--- config.mk ---
export PLATFORM = sky130hd
export DESIGN_NAME = asrc_host
export DESIGN_NICKNAME = d
export VERILOG_FILES = /design/src/asrc_pkg.sv /design/src/asrc_timer_if.sv /design/src/asrc_timer.sv /design/src/asrc_host.sv
export SDC_FILE = /design/constraint.sdc
export NUM_CORES = 1
export LEC_CHECK = 0
export BUFFER_PORTS_ARGS = -buffer_cell sky130_fd_sc_hd__buf_2
export CAP_MARGIN = 20
export CORE_AREA = 2 2 85 87
export CTS_CLUSTER_DIAMETER = 120
export DETAILED_ROUTE_END_ITERATION = 10
export DIE_AREA = 0 0 87 89
export SLEW_MARGIN = 20
export SYNTH_ARGS = -nofsm -noshare
export SYNTH_HDL_FRONTEND = slang
export SYNTH_SLANG_ARGS = --single-unit
--- constraint.sdc ---
create_clock -name REF_CLK -period 4 [get_ports REF_CLK]
set_input_delay 0.4 -clock REF_CLK [delete_from_list [all_inputs] [get_ports REF_CLK]]
set_output_delay 0.4 -clock REF_CLK [all_outputs]
set_load 0.01 [all_outputs]
--- src/asrc_pkg.sv ---
// Package: pin polarities, timing figures and state encoding for the SRAM host controller
package asrc_pkg;
	// ==========================================================
	// Geometry
	localparam int ADDR_W = 19;
	localparam int DATA_W = 8;
	// ==========================================================
	// Clock and timing figures (ns)
	localparam int CLK_PERIOD_NS       = 50;
	localparam int WRITE_PULSE_NS      = 50;  // Strobe low, slower grade
	localparam int SELECT_TO_END_NS    = 55;  // select_to_write_end_time, slower grade
	localparam int WRITE_TO_FLOAT_NS   = 30;  // write_to_float_delay, slower grade
	localparam int DATA_SETUP_NS       = 30;
	localparam int READ_CYCLE_NS       = 70;
	localparam int ACCESS_NS           = 70;
	localparam int RETENTION_ENTRY_NS  = 0;   // deselect_to_retention_time
	// Least times round up, none below one cycle
	localparam int SEL_CYC   = (SELECT_TO_END_NS + CLK_PERIOD_NS - 1) / CLK_PERIOD_NS;
	localparam int WP_CYC    = (WRITE_PULSE_NS + CLK_PERIOD_NS - 1) / CLK_PERIOD_NS;
	localparam int FLOAT_CYC = (WRITE_TO_FLOAT_NS + CLK_PERIOD_NS - 1) / CLK_PERIOD_NS;
	localparam int DS_CYC    = (DATA_SETUP_NS + CLK_PERIOD_NS - 1) / CLK_PERIOD_NS;
	localparam int RD_CYC    = ((READ_CYCLE_NS > ACCESS_NS ? READ_CYCLE_NS : ACCESS_NS)
		+ CLK_PERIOD_NS - 1) / CLK_PERIOD_NS;
	localparam int RET_CYC   = (RETENTION_ENTRY_NS + CLK_PERIOD_NS - 1) / CLK_PERIOD_NS < 1 ? 1 :
		(RETENTION_ENTRY_NS + CLK_PERIOD_NS - 1) / CLK_PERIOD_NS;
	localparam int CNT_W     = 4;
	// ==========================================================
	// Pin levels
	localparam logic PIN_ASSERT_N   = 1'h0;
	localparam logic PIN_DEASSERT_N = 1'h1;
	localparam logic STROBE_READ    = 1'h1;
	localparam logic STROBE_WRITE   = 1'h0;
	// ==========================================================
	// Sequencer states
	typedef enum logic [2:0] {
		ST_IDLE   = 3'b000,
		ST_READ   = 3'b001,
		ST_WSEL   = 3'b010,
		ST_WFLOAT = 3'b011,
		ST_WSTRB  = 3'b100,
		ST_WEND   = 3'b101,
		ST_RET    = 3'b110
	} asrc_state_t;
endpackage : asrc_pkg

--- src/asrc_timer_if.sv ---
// Interface: load and expiry of the phase timer
`timescale 1ns/1ps
interface asrc_timer_if;
	import asrc_pkg::*;
	logic             load;
	logic [CNT_W-1:0] value;
	logic             done;
	modport ctrl (output load, output value, input done);
	modport tmr  (input load, input value, output done);
endinterface : asrc_timer_if

--- src/asrc_timer.sv ---
// Down counter that times each bus phase except the one-cycle write end
`timescale 1ns/1ps
module asrc_timer
	import asrc_pkg::*;
(
	// Clock and reset
	input wire logic REF_CLK,
	input wire logic RST,
	// Control
	asrc_timer_if.tmr t
);
	logic [CNT_W-1:0] cnt_q;
	logic [CNT_W-1:0] cnt_d;

	// Next count: reload wins, otherwise count toward zero
	always_comb begin
		cnt_d = cnt_q;
		if (t.load) begin
			cnt_d = t.value;
		end else if (cnt_q != '0) begin
			cnt_d = cnt_q - CNT_W'(1);
		end
	end

	// Register
	always_ff @(posedge REF_CLK) begin
		if (RST) begin
			cnt_q <= '0;
		end else begin
			cnt_q <= cnt_d;
		end
	end

	// Expired when count reaches one or less, so a load of N gives N cycles.
	// Kept free of the load input: the sequencer loads on done, so a term on load would form a loop.
	assign t.done = (cnt_q <= CNT_W'(1));
endmodule : asrc_timer

--- src/asrc_host.sv ---
// Host controller for an asynchronous byte-wide SRAM: reads, writes and retention entry
`timescale 1ns/1ps
module asrc_host
	import asrc_pkg::*;
#(
	parameter int AW = ADDR_W,
	parameter int DW = DATA_W
) (
	// Clock and reset
	input  wire logic          REF_CLK,
	input  wire logic          RST,
	// User request port
	input  wire logic          REQ_VALID,
	input  wire logic          REQ_WRITE,
	input  wire logic [AW-1:0] REQ_ADDR,
	input  wire logic [DW-1:0] REQ_WDATA,
	output logic               REQ_READY,
	output logic [DW-1:0]      RSP_RDATA,
	output logic               RSP_VALID,
	// Retention control
	input  wire logic          RET_REQ,
	output logic               RET_ACTIVE,
	// Memory pins
	output logic [AW-1:0]      ADDRESS_PINS,
	output logic               SELECT_N,
	output logic               OUT_EN_N,
	output logic               WRITE_STROBE,
	input  wire logic [DW-1:0] DATA_PINS_I,
	output logic [DW-1:0]      DATA_PINS_O,
	output logic               DATA_PINS_OE
);
	// ==========================================================
	// State
	asrc_state_t     st_q, st_d;
	logic [AW-1:0]   addr_q, addr_d;
	logic [DW-1:0]   wdat_q, wdat_d;
	logic [DW-1:0]   rdat_q, rdat_d;
	logic            rvld_q, rvld_d;
	logic            sel_n_q, sel_n_d;
	logic            oe_n_q, oe_n_d;
	logic            strb_q, strb_d;
	logic            drv_q, drv_d;

	asrc_timer_if tif ();

	asrc_timer u_timer (
		.REF_CLK (REF_CLK),
		.RST     (RST),
		.t       (tif)
	);

	// Timer load helper
	function automatic logic [CNT_W-1:0] cyc(input int n);
		cyc = CNT_W'(n < 1 ? 1 : n);
	endfunction : cyc

	// Larger of two cycle counts
	function automatic int max_cyc(input int a, input int b);
		max_cyc = (a > b) ? a : b;
	endfunction : max_cyc

	// Strobe-low phase covering select time, pulse width and data setup at once.
	// One shared phase over-serves the faster grade but keeps a single timer.
	localparam int WR_PHASE_CYC = max_cyc(max_cyc(SEL_CYC, WP_CYC), DS_CYC);

	// ==========================================================
	// Next-state logic
	always_comb begin
		st_d      = st_q;
		addr_d    = addr_q;
		wdat_d    = wdat_q;
		rdat_d    = rdat_q;
		rvld_d    = 1'b0;
		sel_n_d   = sel_n_q;
		oe_n_d    = oe_n_q;
		strb_d    = strb_q;
		drv_d     = drv_q;
		tif.load  = 1'b0;
		tif.value = '0;
		case (st_q)
			ST_IDLE: begin
				// Retention takes priority over new accesses
				if (RET_REQ) begin
					// deselect first
					// Hazard: an access started now would leave select low as the supply falls
					sel_n_d   = PIN_DEASSERT_N;
					oe_n_d    = PIN_DEASSERT_N;
					st_d      = ST_RET;
					tif.load  = 1'b1;
					tif.value = cyc(RET_CYC);
				end else if (REQ_VALID && REQ_WRITE) begin
					addr_d    = REQ_ADDR;
					wdat_d    = REQ_WDATA;
					oe_n_d    = PIN_DEASSERT_N;
					strb_d    = STROBE_WRITE;
					sel_n_d   = PIN_ASSERT_N;
					st_d      = ST_WFLOAT;
					tif.load  = 1'b1;
					tif.value = cyc(FLOAT_CYC);
				end else if (REQ_VALID) begin
					addr_d    = REQ_ADDR;
					strb_d    = STROBE_READ;
					sel_n_d   = PIN_ASSERT_N;
					oe_n_d    = PIN_ASSERT_N;
					st_d      = ST_READ;
					tif.load  = 1'b1;
					tif.value = cyc(RD_CYC);
				end
			end
			ST_READ: begin
				// Data is taken on the last edge of the access window, before select and
				// output enable rise, so the memory's output hold time is not relied on
				if (tif.done) begin
					rdat_d  = DATA_PINS_I;
					rvld_d  = 1'b1;
					sel_n_d = PIN_DEASSERT_N;
					oe_n_d  = PIN_DEASSERT_N;
					st_d    = ST_IDLE;
				end
			end
			ST_WFLOAT: begin
				// wait out the release delay before driving
				if (tif.done) begin
					drv_d     = 1'b1;
					st_d      = ST_WSTRB;
					tif.load  = 1'b1;
					tif.value = cyc(WR_PHASE_CYC);
				end
			end
			ST_WSTRB: begin
				if (tif.done) begin
					// overlap ends here, data still driven
					sel_n_d = PIN_DEASSERT_N;
					strb_d  = STROBE_READ;
					st_d    = ST_WEND;
				end
			end
			ST_WEND: begin
				// stop driving after strobe rise
				// One cycle of drive past the rise gives data hold; no contention, as the
				// memory's outputs stay off with output enable high through the write
				drv_d = 1'b0;
				st_d  = ST_IDLE;
			end
			ST_RET: begin
				// stay deselected while held
				// Limitation: the least stay is one cycle even with no entry time needed
				sel_n_d = PIN_DEASSERT_N;
				if (tif.done && !RET_REQ) begin
					st_d = ST_IDLE;
				end
			end
			default: begin
				st_d    = ST_IDLE;
				sel_n_d = PIN_DEASSERT_N;
				oe_n_d  = PIN_DEASSERT_N;
				strb_d  = STROBE_READ;
				drv_d   = 1'b0;
			end
		endcase
	end

	// ==========================================================
	// Registers; pins reset to an idle, deselected bus
	always_ff @(posedge REF_CLK) begin
		if (RST) begin
			st_q    <= ST_IDLE;
			addr_q  <= '0;
			wdat_q  <= '0;
			rdat_q  <= '0;
			rvld_q  <= 1'b0;
			sel_n_q <= PIN_DEASSERT_N;
			oe_n_q  <= PIN_DEASSERT_N;
			strb_q  <= STROBE_READ;
			drv_q   <= 1'b0;
		end else begin
			st_q    <= st_d;
			addr_q  <= addr_d;
			wdat_q  <= wdat_d;
			rdat_q  <= rdat_d;
			rvld_q  <= rvld_d;
			sel_n_q <= sel_n_d;
			oe_n_q  <= oe_n_d;
			strb_q  <= strb_d;
			drv_q   <= drv_d;
		end
	end

	// ==========================================================
	// Outputs
	// REQ_READY is combinational so a request is taken on the first edge after the sequencer
	// reaches idle; it drops at once when retention is asked for
	assign REQ_READY    = (st_q == ST_IDLE) && !RET_REQ;
	assign RSP_RDATA    = rdat_q;
	assign RSP_VALID    = rvld_q;
	assign RET_ACTIVE   = (st_q == ST_RET);
	assign ADDRESS_PINS = addr_q;
	assign SELECT_N     = sel_n_q;
	assign OUT_EN_N     = oe_n_q;
	assign WRITE_STROBE = strb_q;
	assign DATA_PINS_O  = wdat_q;
	assign DATA_PINS_OE = drv_q;
endmodule : asrc_host

==> results of run 1 <==
[per-stage QoR]
stage | hold slack (ns) | setup WS [ns] | cells
2_1_floorplan | 0.4805 | 2.200 | 249
3_3_place_gp | 0.4401 | 2.126 | 391
3_5_place_dp | 0.4443 | 2.079 | 391
4_1_cts | 0.3164 | 1.883 | 398
5_1_grt | 0.3161 | 1.813 | 398
6_report | 0.3239 | 1.911 | 398
[routing by layer]
| layer | part of all wire (%) | routed length, um | global-route usage, % | vias up |
|---|---|---|---|---|
| met4 | 0.84 | 42 | 3.409 | 0 |
| li1 | - | - | - | 986 |
| met3 | 8.0 | 403 | 4.247 | 7 |
| met5 | 0 | 0 | 0 | - |
| met1 | 48 | 2415 | 17.56 | 880 |
| met2 | 43 | 2161 | 19.92 | 76 |
[worst max-delay path: stages (launching register included)]
cell and delay, ns:
dfxtp_1 0.50, or3_4 0.52, nor2_1 0.20, buf_2 0.17
[power by group through the flow]
| stage | clock network [mW] | logic [mW] | registers [mW] |
|---|---|---|---|
| finish | 0.301 | 0.533 | 0.623 |
| detailed placement | 0 | 0.536 | 0.630 |
| CTS | 0.313 | 0.537 | 0.622 |
| floorplan | 0 | 0.449 | 0.604 |
| global placement | 0 | 0.530 | 0.630 |
| global route | 0.329 | 0.587 | 0.637 |
[final cells by class]
class	count	area (um^2)	area share (%)
sequential	47	940.9	36.17
clock inverter	1	8.758	0.3367
inverter	5	18.77	0.7215
tap	80	100.1	3.848
timing repair buffer	81	405.4	15.58
clock buffer	6	82.58	3.175
multi-input combinational	178	1045	40.16
[how the worst min path moves through the flow]
stage	startpoint	endpoint	slack, ns	depth (start not counted)
finish	REQ_ADDR[12]	ADDRESS_PINS[12]	0.32	3
global route	REQ_ADDR[18]	ADDRESS_PINS[18]	0.32	3
CTS	REQ_ADDR[12]	ADDRESS_PINS[12]	0.32	3
detailed placement	ADDRESS_PINS[13]	ADDRESS_PINS[13]	0.44	2
global placement	DATA_PINS_O[7]	DATA_PINS_O[7]	0.44	2
floorplan	ADDRESS_PINS[10]	ADDRESS_PINS[10]	0.48	2
[state kept, by name, summed over array words and instances, names as in the netlist]
signal and flops:
DATA_PINS_O 8, DATA_PINS_OE 1, SELECT_N 1, ADDRESS_PINS 19, u_timer.cnt_q 4, st_q 3
WRITE_STROBE 1, RSP_RDATA 8, OUT_EN_N 1, RSP_VALID 1
[synth_stat cells (all sizes together), types with 2 or more instances]
library cell	instances	area share, %
dfxtp	47	44
a21boi	2	0.71
or2	2	0.59
ha	3	1.8
nand2	53	9.4
nor4	4	1.2
nand3	11	2.8
xnor2	3	1.2
mux2i	9	4.2
a21oi	33	9.7
nor2b	2	0.59
and2	2	0.59
buf	12	4.2
nand2b	3	0.89
inv	5	0.89
nor3	7	1.7
clkbuf	7	1.2
nor2	20	4.3
a311oi	2	0.83
or3	2	0.83
a21o	2	0.71
and4	2	0.94
[logic make-up after synthesis]
logic type	after synthesis	synth area share [%]
AND/OR/NAND/NOR	111	24.90
flip-flops	47	44.37
adder cells (fa/ha/maj)	3	1.770
XOR/XNOR	4	1.652
AO/OA/AOI/OAI	51	16.70
buffers and inverters	24	6.372
multiplexers	9	4.248
==> metrics.md, run 1 <==
| Metric | Value |
|---|---|
| Status | `complete, no violations` |
| Layout Nets | `361` |
| Root Driver | `clkbuf_8` |
| Post-cts gate resize count | `0` |
| Die Wd | `87 um` |
| Final Util | `38.72%` |
| Peak VDD IR | `0.2147 mV` |
| Power per cell area | `560.1 mW/mm^2` |
| Most frequent cells in the layout | `buf_2 (81), nand2_1 (53), dfxtp_1 (47)` |
| Syn Nets | `292` |
| Reg2reg start | `u_timer.cnt_q[0]` |
| Post-synth ARST share | `0%` |
| Worst slew margin | `38.20%` |
| Clock tree sinks | `47` |
| RSZ-0062 raised after global routing | `false` |
| Max-Cap Viols | `0` |
| Critical Path RT | `3.60 ns` |
| Die area | `0.007743 mm^2` |
| Synth Instances | `249` |
| Crit end category | `primary output` |
| Share of layout cells above drive strength 1 | `32.70%` |
| 1st-pass router iterations | `4` |
| Commonest non-fill, non-tap cell in the layout | `buf_2` |
| Drt via density | `4.897` |
| Setup TNS | `0 ns` |
| Detail-routed net length per standard cell | `12.62 um` |
| GRT Overall Usage | `12.96%` |
| Crit share post-route | `52.21%` |
| Hold_buf cts | `0` |
| # diodes | `0` |
| Clock Power Share | `20.7%` |
| Worst Skew | `0.004815 ns` |
| Routability cong. | `0.8258` |
| Part of the Yosys area used for sequential elements | `44.37%` |
| Vias in the first global route | `1691` |
| Psw | `0.5516 mW` |
| Yosys reg bits | `47` |
| Post-synth top flop | `dfxtp_1` |
| Worst-path maximum fanout | `18` |
| Pin count of the biggest net entering global routing | `46` |
| Worst-margin pin slew | `0.9270 ns` |
| Worst setup path end | `REQ_READY` |
| Internal power | `0.9054 mW` |
| CP startpoint | `st_q[1]` |
| Mapped Avg Cell Area | `8.517 um^2` |
| DR vias | `1949` |
| Worst-Skew Late Latency | `0.30 ns` |
| Worst EP arrival | `1.69 ns` |
| R2r endpoint | `u_timer.cnt_q[0]` |
| Post-synth EDFFs | `0` |
| Post-DP Area | `0.002510 mm^2` |
| Comb pwr share | `36.6%` |
| Setup violators final | `0` |
| Number of max-slew violations in the final report | `0` |
| Fmax achieved | `0.4788 GHz` |
| CTS tree | `yes` |
| Die Y | `89 um` |
| Initial antenna violation count | `0` |
| HPWL after DPL | `3597 um` |
| Reg clk slew, reported paths | `0.09 ns` |
| Remaining DRCs | `0` |
| R2R cell count | `6` |
| Antenna viol nets, final | `0` |
| Synth-to-Final Area Change | `22.65%` |
| Final-report hold violation count | `0` |
| Setup Buffers After CTS | `0` |
| Finished layout cell area | `0.002601 mm^2` |
| 1st-iter DRT viols | `98` |
| Buffers on Ports | `81` |
| Count of cell types in the netlist | `47` |
| Hold WC Path Type | `in -> reg` |
| Final Power | `1.457 mW` |
| TritonCTS Buffers | `5` |
| CP startpoint kind | `flop` |
| Ys Warns | `0` |
| GRT overflow | `0` |
| Seq pwr share | `42.7%` |
| Post-Route WL | `5023 um` |
| Final min period | `2.089 ns` |
| Clock H-tree levels | `2` |
| Number of placement rows | `30` |
| Leak | `1.115 nW` |
| Mapped cell area | `0.002121 mm^2` |
| Switching part of the total | `37.86%` |
| Critical path class | `reg -> out` |
| First-pass GRT wire length | `7928 um` |
| Fill cell count | `692` |
| Register-to-register setup slack | `2.06 ns` |
| Starting Density | `31.56%` |
| CORE AREA | `0.006719 mm^2` |
| IO Count | `82` |
| Clk buf depth | `2` |
(Power assumes the default switching activity.)
==> run 2, diff against run 1 <==
==> constraint.sdc (replaced) <==
create_clock -name REF_CLK -period 2.05 [get_ports REF_CLK]
set_input_delay 0.205 -clock REF_CLK [delete_from_list [all_inputs] [get_ports REF_CLK]]
set_output_delay 0.205 -clock REF_CLK [all_outputs]
set_load 0.01 [all_outputs]
==> metrics.md, run 2 (synthesis results as in run 1) <==
| Metric | Value |
|---|---|
| Register-to-register setup slack | `0.13 ns (-1.93 ns)` |
| Worst EP arrival | `2.11 ns (+0.42 ns)` |
| Buffers on Ports | `81 (unchanged)` |
| Final-report hold violation count | `0 (unchanged)` |
| Setup TNS | `0 ns (unchanged)` |
| Critical Path RT | `2.24 ns (-1.36 ns)` |
| Hold_buf cts | `0 (unchanged)` |
| CTS tree | `yes` |
| Clock tree sinks | `47 (unchanged)` |
| Hold path endpoint | `ADDRESS_PINS[18]` |
| Commonest non-fill, non-tap cell in the layout | `buf_2` |
| Initial antenna violation count | `0 (unchanged)` |
| TritonCTS Buffers | `5 (unchanged)` |
| Final Power | `2.916 mW (+100%)` |
| Critical path class | `reg -> reg` |
| Max-Cap Viols | `0 (unchanged)` |
| Top Usage Layer GRT | `met2` |
| Post-DP Area | `0.002555 mm^2 (+1.8%)` |
| Seq pwr share | `39.9% (-2.8 points)` |
| Post-Route WL | `5125 um (+2.0%)` |
| R2r endpoint | `u_timer.cnt_q[0]` |
| Worst-margin pin slew | `0.6658 ns (-0.2613 ns)` |
| Hold WC Path Type | `in -> reg` |
| Pin count of the biggest net entering global routing | `32 (-30%)` |
| Largest register FFs | `19 (unchanged)` |
| Routability cong. | `0.8273 (+0.18%)` |
| 1st-pass router iterations | `4 (unchanged)` |
| Status | `complete, no violations` |
| Post-cts gate resize count | `0 (unchanged)` |
| GR Layer Usage met2 | `22.07% (+2.2 points)` |
| Root Driver | `clkbuf_8` |
| M1 GR Usage | `18.26% (+0.70 points)` |
| Remaining DRCs | `0 (unchanged)` |
| CORE AREA | `0.006719 mm^2 (unchanged)` |
| Clock H-tree levels | `2 (unchanged)` |
| Met3 demand-to-capacity share in global routing | `5.078% (+0.83 points)` |
| IO Count | `82 (unchanged)` |
| Peak VDD IR | `0.4007 mV (+87%)` |
| Hold Path Depth | `3 (unchanged)` |
| Die Y | `89 um (unchanged)` |
| Fmax achieved | `0.5216 GHz` |
| Worst Skew | `0.009727 ns (+0.004912 ns)` |
| Non-filler cells, final | `405 (+1.8%)` |
| Final Util | `39.55% (+0.84 points)` |
| Worst-Skew Late Latency | `0.30 ns (about the same)` |
| Power per cell area | `1097 mW/mm^2 (+96%)` |
| Switching part of the total | `37.86% (about the same)` |
| Finished layout cell area | `0.002658 mm^2 (+2.2%)` |
| GRT overflow | `0 (unchanged)` |
| Leak | `1.149 nW (+3.1%)` |
| Layout Nets | `367 (+1.7%)` |
| GRT Overall Usage | `13.96% (+1.0 points)` |
| Antenna viol nets, final | `0 (unchanged)` |
| Number of max-slew violations in the final report | `0 (unchanged)` |
| Synth-to-Final Area Change | `25.31%` |
| Hold Startpoint | `REQ_ADDR[18]` |
| Clock Power Share | `20.7% (about the same)` |
| CP startpoint kind | `flop` |
| Crit share post-route | `93.53%` |
| RSZ-0062 raised after global routing | `false` |
| Dpl ws | `0.09269 ns (-1.986 ns)` |
| First-pass GRT wire length | `8666 um (+9.3%)` |
| Drt via density | `4.889 (-0.17%)` |
| 1st-iter DRT viols | `112 (+14%)` |
| Vias in the first global route | `1868 (+10%)` |
| Worst-path maximum fanout | `6 (-12)` |
| Setup Buffers After CTS | `0 (unchanged)` |
| Starting Density | `31.56% (unchanged)` |
| Die area | `0.007743 mm^2 (unchanged)` |
| # diodes | `0 (unchanged)` |
| DR vias | `1980 (+1.6%)` |
| Share of layout cells above drive strength 1 | `34.77% (+2.1 points)` |
| Clk buf depth | `2 (unchanged)` |
| Post-Place Cells | `397 (+1.5%)` |
| Reg clk slew, reported paths | `0.09 ns (about the same)` |
| Reg2reg start | `u_timer.cnt_q[0]` |
| Detail-routed net length per standard cell | `12.65 um (+0.27%)` |
| Final setup margin | `0.1327 ns (-1.779 ns)` |
| Internal power | `1.812 mW (+100%)` |
| R2R cell count | `6 (unchanged)` |
| Hold WS | `0.1286 ns (-0.1953 ns)` |
| Comb pwr share | `39.4% (+2.8 points)` |
| Setup violators final | `0 (unchanged)` |
| Crit end category | `flop` |
| Most frequent cells in the layout | `buf_2 (81), nand2_1 (53), dfxtp_1 (46)` |
| Psw | `1.104 mW (+100%)` |
| Number of placement rows | `30 (unchanged)` |
| Final min period | `1.917 ns` |
| HPWL after DPL | `3775 um (+4.9%)` |
| Die Wd | `87 um (unchanged)` |
| Worst slew margin | `55.62% (+17 points)` |
-- run 2: cell types whose count changed in the layout (fill, tap and decap cells not counted) --
cell / before / now
clkinv_2: 0 / 1
a2111oi_1: 1 / 0
buf_4: 0 / 6
a2111oi_2: 0 / 1
dfxtp_1: 47 / 46
dfxtp_2: 0 / 1
-- run 2: worst max path at each step --
| stage | endpoint | slack, ns | cells after the start | start |
|---|---|---|---|---|
| 4_1_cts | u_timer.cnt_q[0] | 0.07 | 6 | u_timer.cnt_q[0] |
| 5_1_grt | RSP_RDATA[2] | 0.06 | 6 | u_timer.cnt_q[1] |
| 6_report | u_timer.cnt_q[0] | 0.13 | 6 | u_timer.cnt_q[0] |
| 3_5_place_dp | u_timer.cnt_q[0] | 0.09 | 6 | u_timer.cnt_q[0] |
| 2_1_floorplan | u_timer.cnt_q[0] | 0.25 | 6 | u_timer.cnt_q[0] |
| 3_3_place_gp | u_timer.cnt_q[0] | 0.18 | 6 | u_timer.cnt_q[0] |
-- run 2: power by group through the flow --
| stage | registers (mW) | logic [mW] | clock network (mW) |
|---|---|---|---|
| floorplan | 1.18 | 0.877 | 0 |
| global placement | 1.18 | 1.13 | 0 |
| detailed placement | 1.18 | 1.14 | 0 |
| CTS | 1.16 | 1.14 | 0.621 |
| global route | 1.19 | 1.29 | 0.661 |
| finish | 1.16 | 1.15 | 0.604 |
-- run 2: routing by layer --
metal	share of wire, %	wire, um	up-vias
met5	0	0	-
met4	0.78	40	0
met3	9.2	474	7
met2	44	2245	82
met1	46	2365	898
li1	-	-	993
-- run 2: layout make-up --
class	instances	area, um^2
sequential	47	942.2
inverter	5	18.77
clock buffer	6	82.58
timing repair buffer	87	450.4
multi-input combinational	178	1050
tap	80	100.1
clock inverter	2	13.76
fill	685	4061
-- run 2: critical path, cell delays in order, from the launching register on --
cell and delay, ns:
dfxtp_2 0.37, inv_1 0.08, ha_1 0.23, or2_1 0.30, and4_4 0.23, or3_1 0.39, o211a_1 0.22
==> run 3, diff against run 2 <==
--- a/config.mk
+++ b/config.mk
@@ -11,6 +11,7 @@
 export CTS_CLUSTER_DIAMETER = 120
 export DETAILED_ROUTE_END_ITERATION = 10
 export DIE_AREA = 0 0 87 89
+export REMOVE_ABC_BUFFERS = 1
 export SLEW_MARGIN = 20
 export SYNTH_ARGS = -nofsm -noshare
 export SYNTH_HDL_FRONTEND = slang
==> constraint.sdc (replaced) <==
create_clock -name REF_CLK -period 1.6 [get_ports REF_CLK]
set_input_delay 0.16 -clock REF_CLK [delete_from_list [all_inputs] [get_ports REF_CLK]]
set_output_delay 0.16 -clock REF_CLK [all_outputs]
set_load 0.01 [all_outputs]
==> metrics.md, run 3 (synthesis results as in run 1) <==
| Metric | Value |
|---|---|
| Peak VDD IR | `0.5434 mV (+36%)` |
| Final min period | `1.670 ns (-0.2472 ns)` |
| Die Y | `89 um (unchanged)` |
| Worst EP arrival | `1.86 ns (-0.25 ns)` |
| Most frequent cells in the layout | `buf_2 (80), nand2_1 (53), dfxtp_1 (44)` |
| HPWL after DPL | `3820 um (+1.2%)` |
| CP startpoint kind | `flop` |
| Routability cong. | `0.8102 (-2.1%)` |
| Vias in the first global route | `1952 (+4.5%)` |
| Largest register FFs | `19 (unchanged)` |
| First-pass GRT wire length | `8976 um (+3.6%)` |
| 1st-pass router iterations | `4 (unchanged)` |
| Fmax achieved | `0.5988 GHz (+15%)` |
| Synth-to-Final Area Change | `46.08%` |
| Hold WS | `0.09220 ns (-0.03639 ns)` |
| Layout Nets | `391 (+6.5%)` |
| Clock tree sinks | `47 (unchanged)` |
| Failing checks | `negative setup slack` |
| Number of placement rows | `30 (unchanged)` |
| Worst-margin pin slew | `0.6049 ns (-0.06085 ns)` |
| GRT overflow | `0 (unchanged)` |
| CTS tree | `yes` |
| Hold WC Path Type | `in -> reg` |
| Worst-path maximum fanout | `5 (-1)` |
| Critical path class | `reg -> reg` |
| Pin count of the biggest net entering global routing | `28 (-13%)` |
| Die Wd | `87 um (unchanged)` |
| Drt via density | `4.816 (-1.5%)` |
| Crit end category | `flop` |
| Buffers on Ports | `81 (unchanged)` |
| Antenna viol nets, final | `0 (unchanged)` |
| GRT Overall Usage | `14.22% (+0.26 points)` |
| Crit share post-route | `104.4% (+11 points)` |
| Reg clk slew, reported paths | `0.09 ns (about the same)` |
| Leak | `1.329 nW (+16%)` |
| Max-Cap Viols | `0 (unchanged)` |
| RSZ-0062 raised after global routing | `true` |
| # diodes | `0 (unchanged)` |
| Die area | `0.007743 mm^2 (unchanged)` |
| Clk buf depth | `2 (unchanged)` |
| Post-Route WL | `5750 um (+12%)` |
| Detail-routed net length per standard cell | `13.40 um (+5.9%)` |
| Final-report hold violation count | `0 (unchanged)` |
| Setup violators final | `5 (+5)` |
| 1st-iter DRT viols | `57 (-49%)` |
| Power per cell area | `1482 mW/mm^2 (+35%)` |
| Status | `finished with violations` |
| Final setup margin | `-0.07012 ns (-0.2028 ns)` |
| Clock H-tree levels | `2 (unchanged)` |
| Share of layout cells above drive strength 1 | `45.56% (+11 points)` |
| CORE AREA | `0.006719 mm^2 (unchanged)` |
| TritonCTS Buffers | `5 (unchanged)` |
| Dpl ws | `-0.2436 ns (-0.3363 ns)` |
| Worst Skew | `0.005541 ns (-0.004185 ns)` |
| Hold_buf cts | `0 (unchanged)` |
| Starting Density | `31.56% (unchanged)` |
| DR vias | `2066 (+4.3%)` |
| Remaining DRCs | `0 (unchanged)` |
| Worst slew margin | `59.34% (+3.7 points)` |
| Initial antenna violation count | `0 (unchanged)` |
| Critical Path RT | `1.79 ns (-0.45 ns)` |
| Number of max-slew violations in the final report | `0 (unchanged)` |
| IO Count | `82 (unchanged)` |
| Commonest non-fill, non-tap cell in the layout | `buf_2` |
| Setup TNS | `-0.1376 ns (-0.1376 ns)` |
| Root Driver | `clkbuf_8` |
| Worst-Skew Late Latency | `0.30 ns (about the same)` |
run 3: cell types whose count changed in the layout (fill, tap and decap cells not counted), moves of 2 or more:
cell / before / now
ha_4: 0 / 2
buf_6: 0 / 5
dfxtp_1: 46 / 44
ha_1: 3 / 1
buf_12: 0 / 3
nor4_1: 4 / 1
inv_4: 0 / 2
inv_1: 5 / 3
buf_4: 6 / 21
clkbuf_16: 0 / 2
nor2_1: 19 / 17
nor4_2: 0 / 3
nand3_1: 10 / 8
run 3: layer usage:
layer | track usage [%] | routed length [um] | share of wire, % | up-vias
li1 | - | - | - | 1041
met1 | 18.60 | 2692 | 47 | 956
met2 | 24.01 | 2710 | 47 | 63
met3 | 3.601 | 294 | 5.1 | 6
met4 | 2.557 | 52 | 0.90 | 0
met5 | 0 | 0 | 0 | -
run 3: cell type report:
type	count	area [um^2]
Clock buffer	7	86.33
Clock inverter	1	8.758
Fill cell	688	3621
Inverter	5	23.77
Multi-Input combinational cell	178	1207
Sequential cell	47	947.2
Tap cell	80	100.1
Timing Repair Buffer	111	724.4
run 3: worst paths after layout:
check / endpoint / startpoint / slack [ns] / cells after the start
max: u_timer.cnt_q[0] / u_timer.cnt_q[0] / -0.07 / 6
min: ADDRESS_PINS[16] / REQ_ADDR[16] / 0.09 / 3
max reg2reg: u_timer.cnt_q[0] / u_timer.cnt_q[0] / -0.07 / 6
min reg2reg: ADDRESS_PINS[10] / ADDRESS_PINS[10] / 0.46 / 2
run 3: critical path: stages (launching register included):
cell,delay (ns)
dfxtp_4,0.39
inv_4,0.04
ha_4,0.15
or2_4,0.27
and4_4,0.17
or3_4,0.33
o211a_1,0.22
run 3: repair_timing:
action | 4_1_cts | 5_1_grt
gates resized for setup | 20 | 20
pin swaps | 9 | 14
setup endpoints to repair | 18 | 39
buffers inserted | 3 | 3
cloned | 0 | 2
run 3: power breakdown:
part	internal, mW	total, mW	switching (mW)	leakage, nW
Combinational	1.19	2.33	1.14	0.897
Clock	0.355	0.762	0.407	0.0484
Sequential	1.36	1.50	0.147	0.384
run 3: metrics by stage:
step | power (mW) | std cells | cell area [um^2] | util (%)
floorplan | 2.483 | 230 | 2004 | -
CTS | 4.286 | 424 | 2910 | 43.31
detailed placement | 3.218 | 413 | 2700 | 40.19
finish | 4.591 | 429 | 3098 | 46.11
global route | 4.912 | 429 | 3098 | 46.11
global placement | 3.186 | 413 | 2700 | 40.19
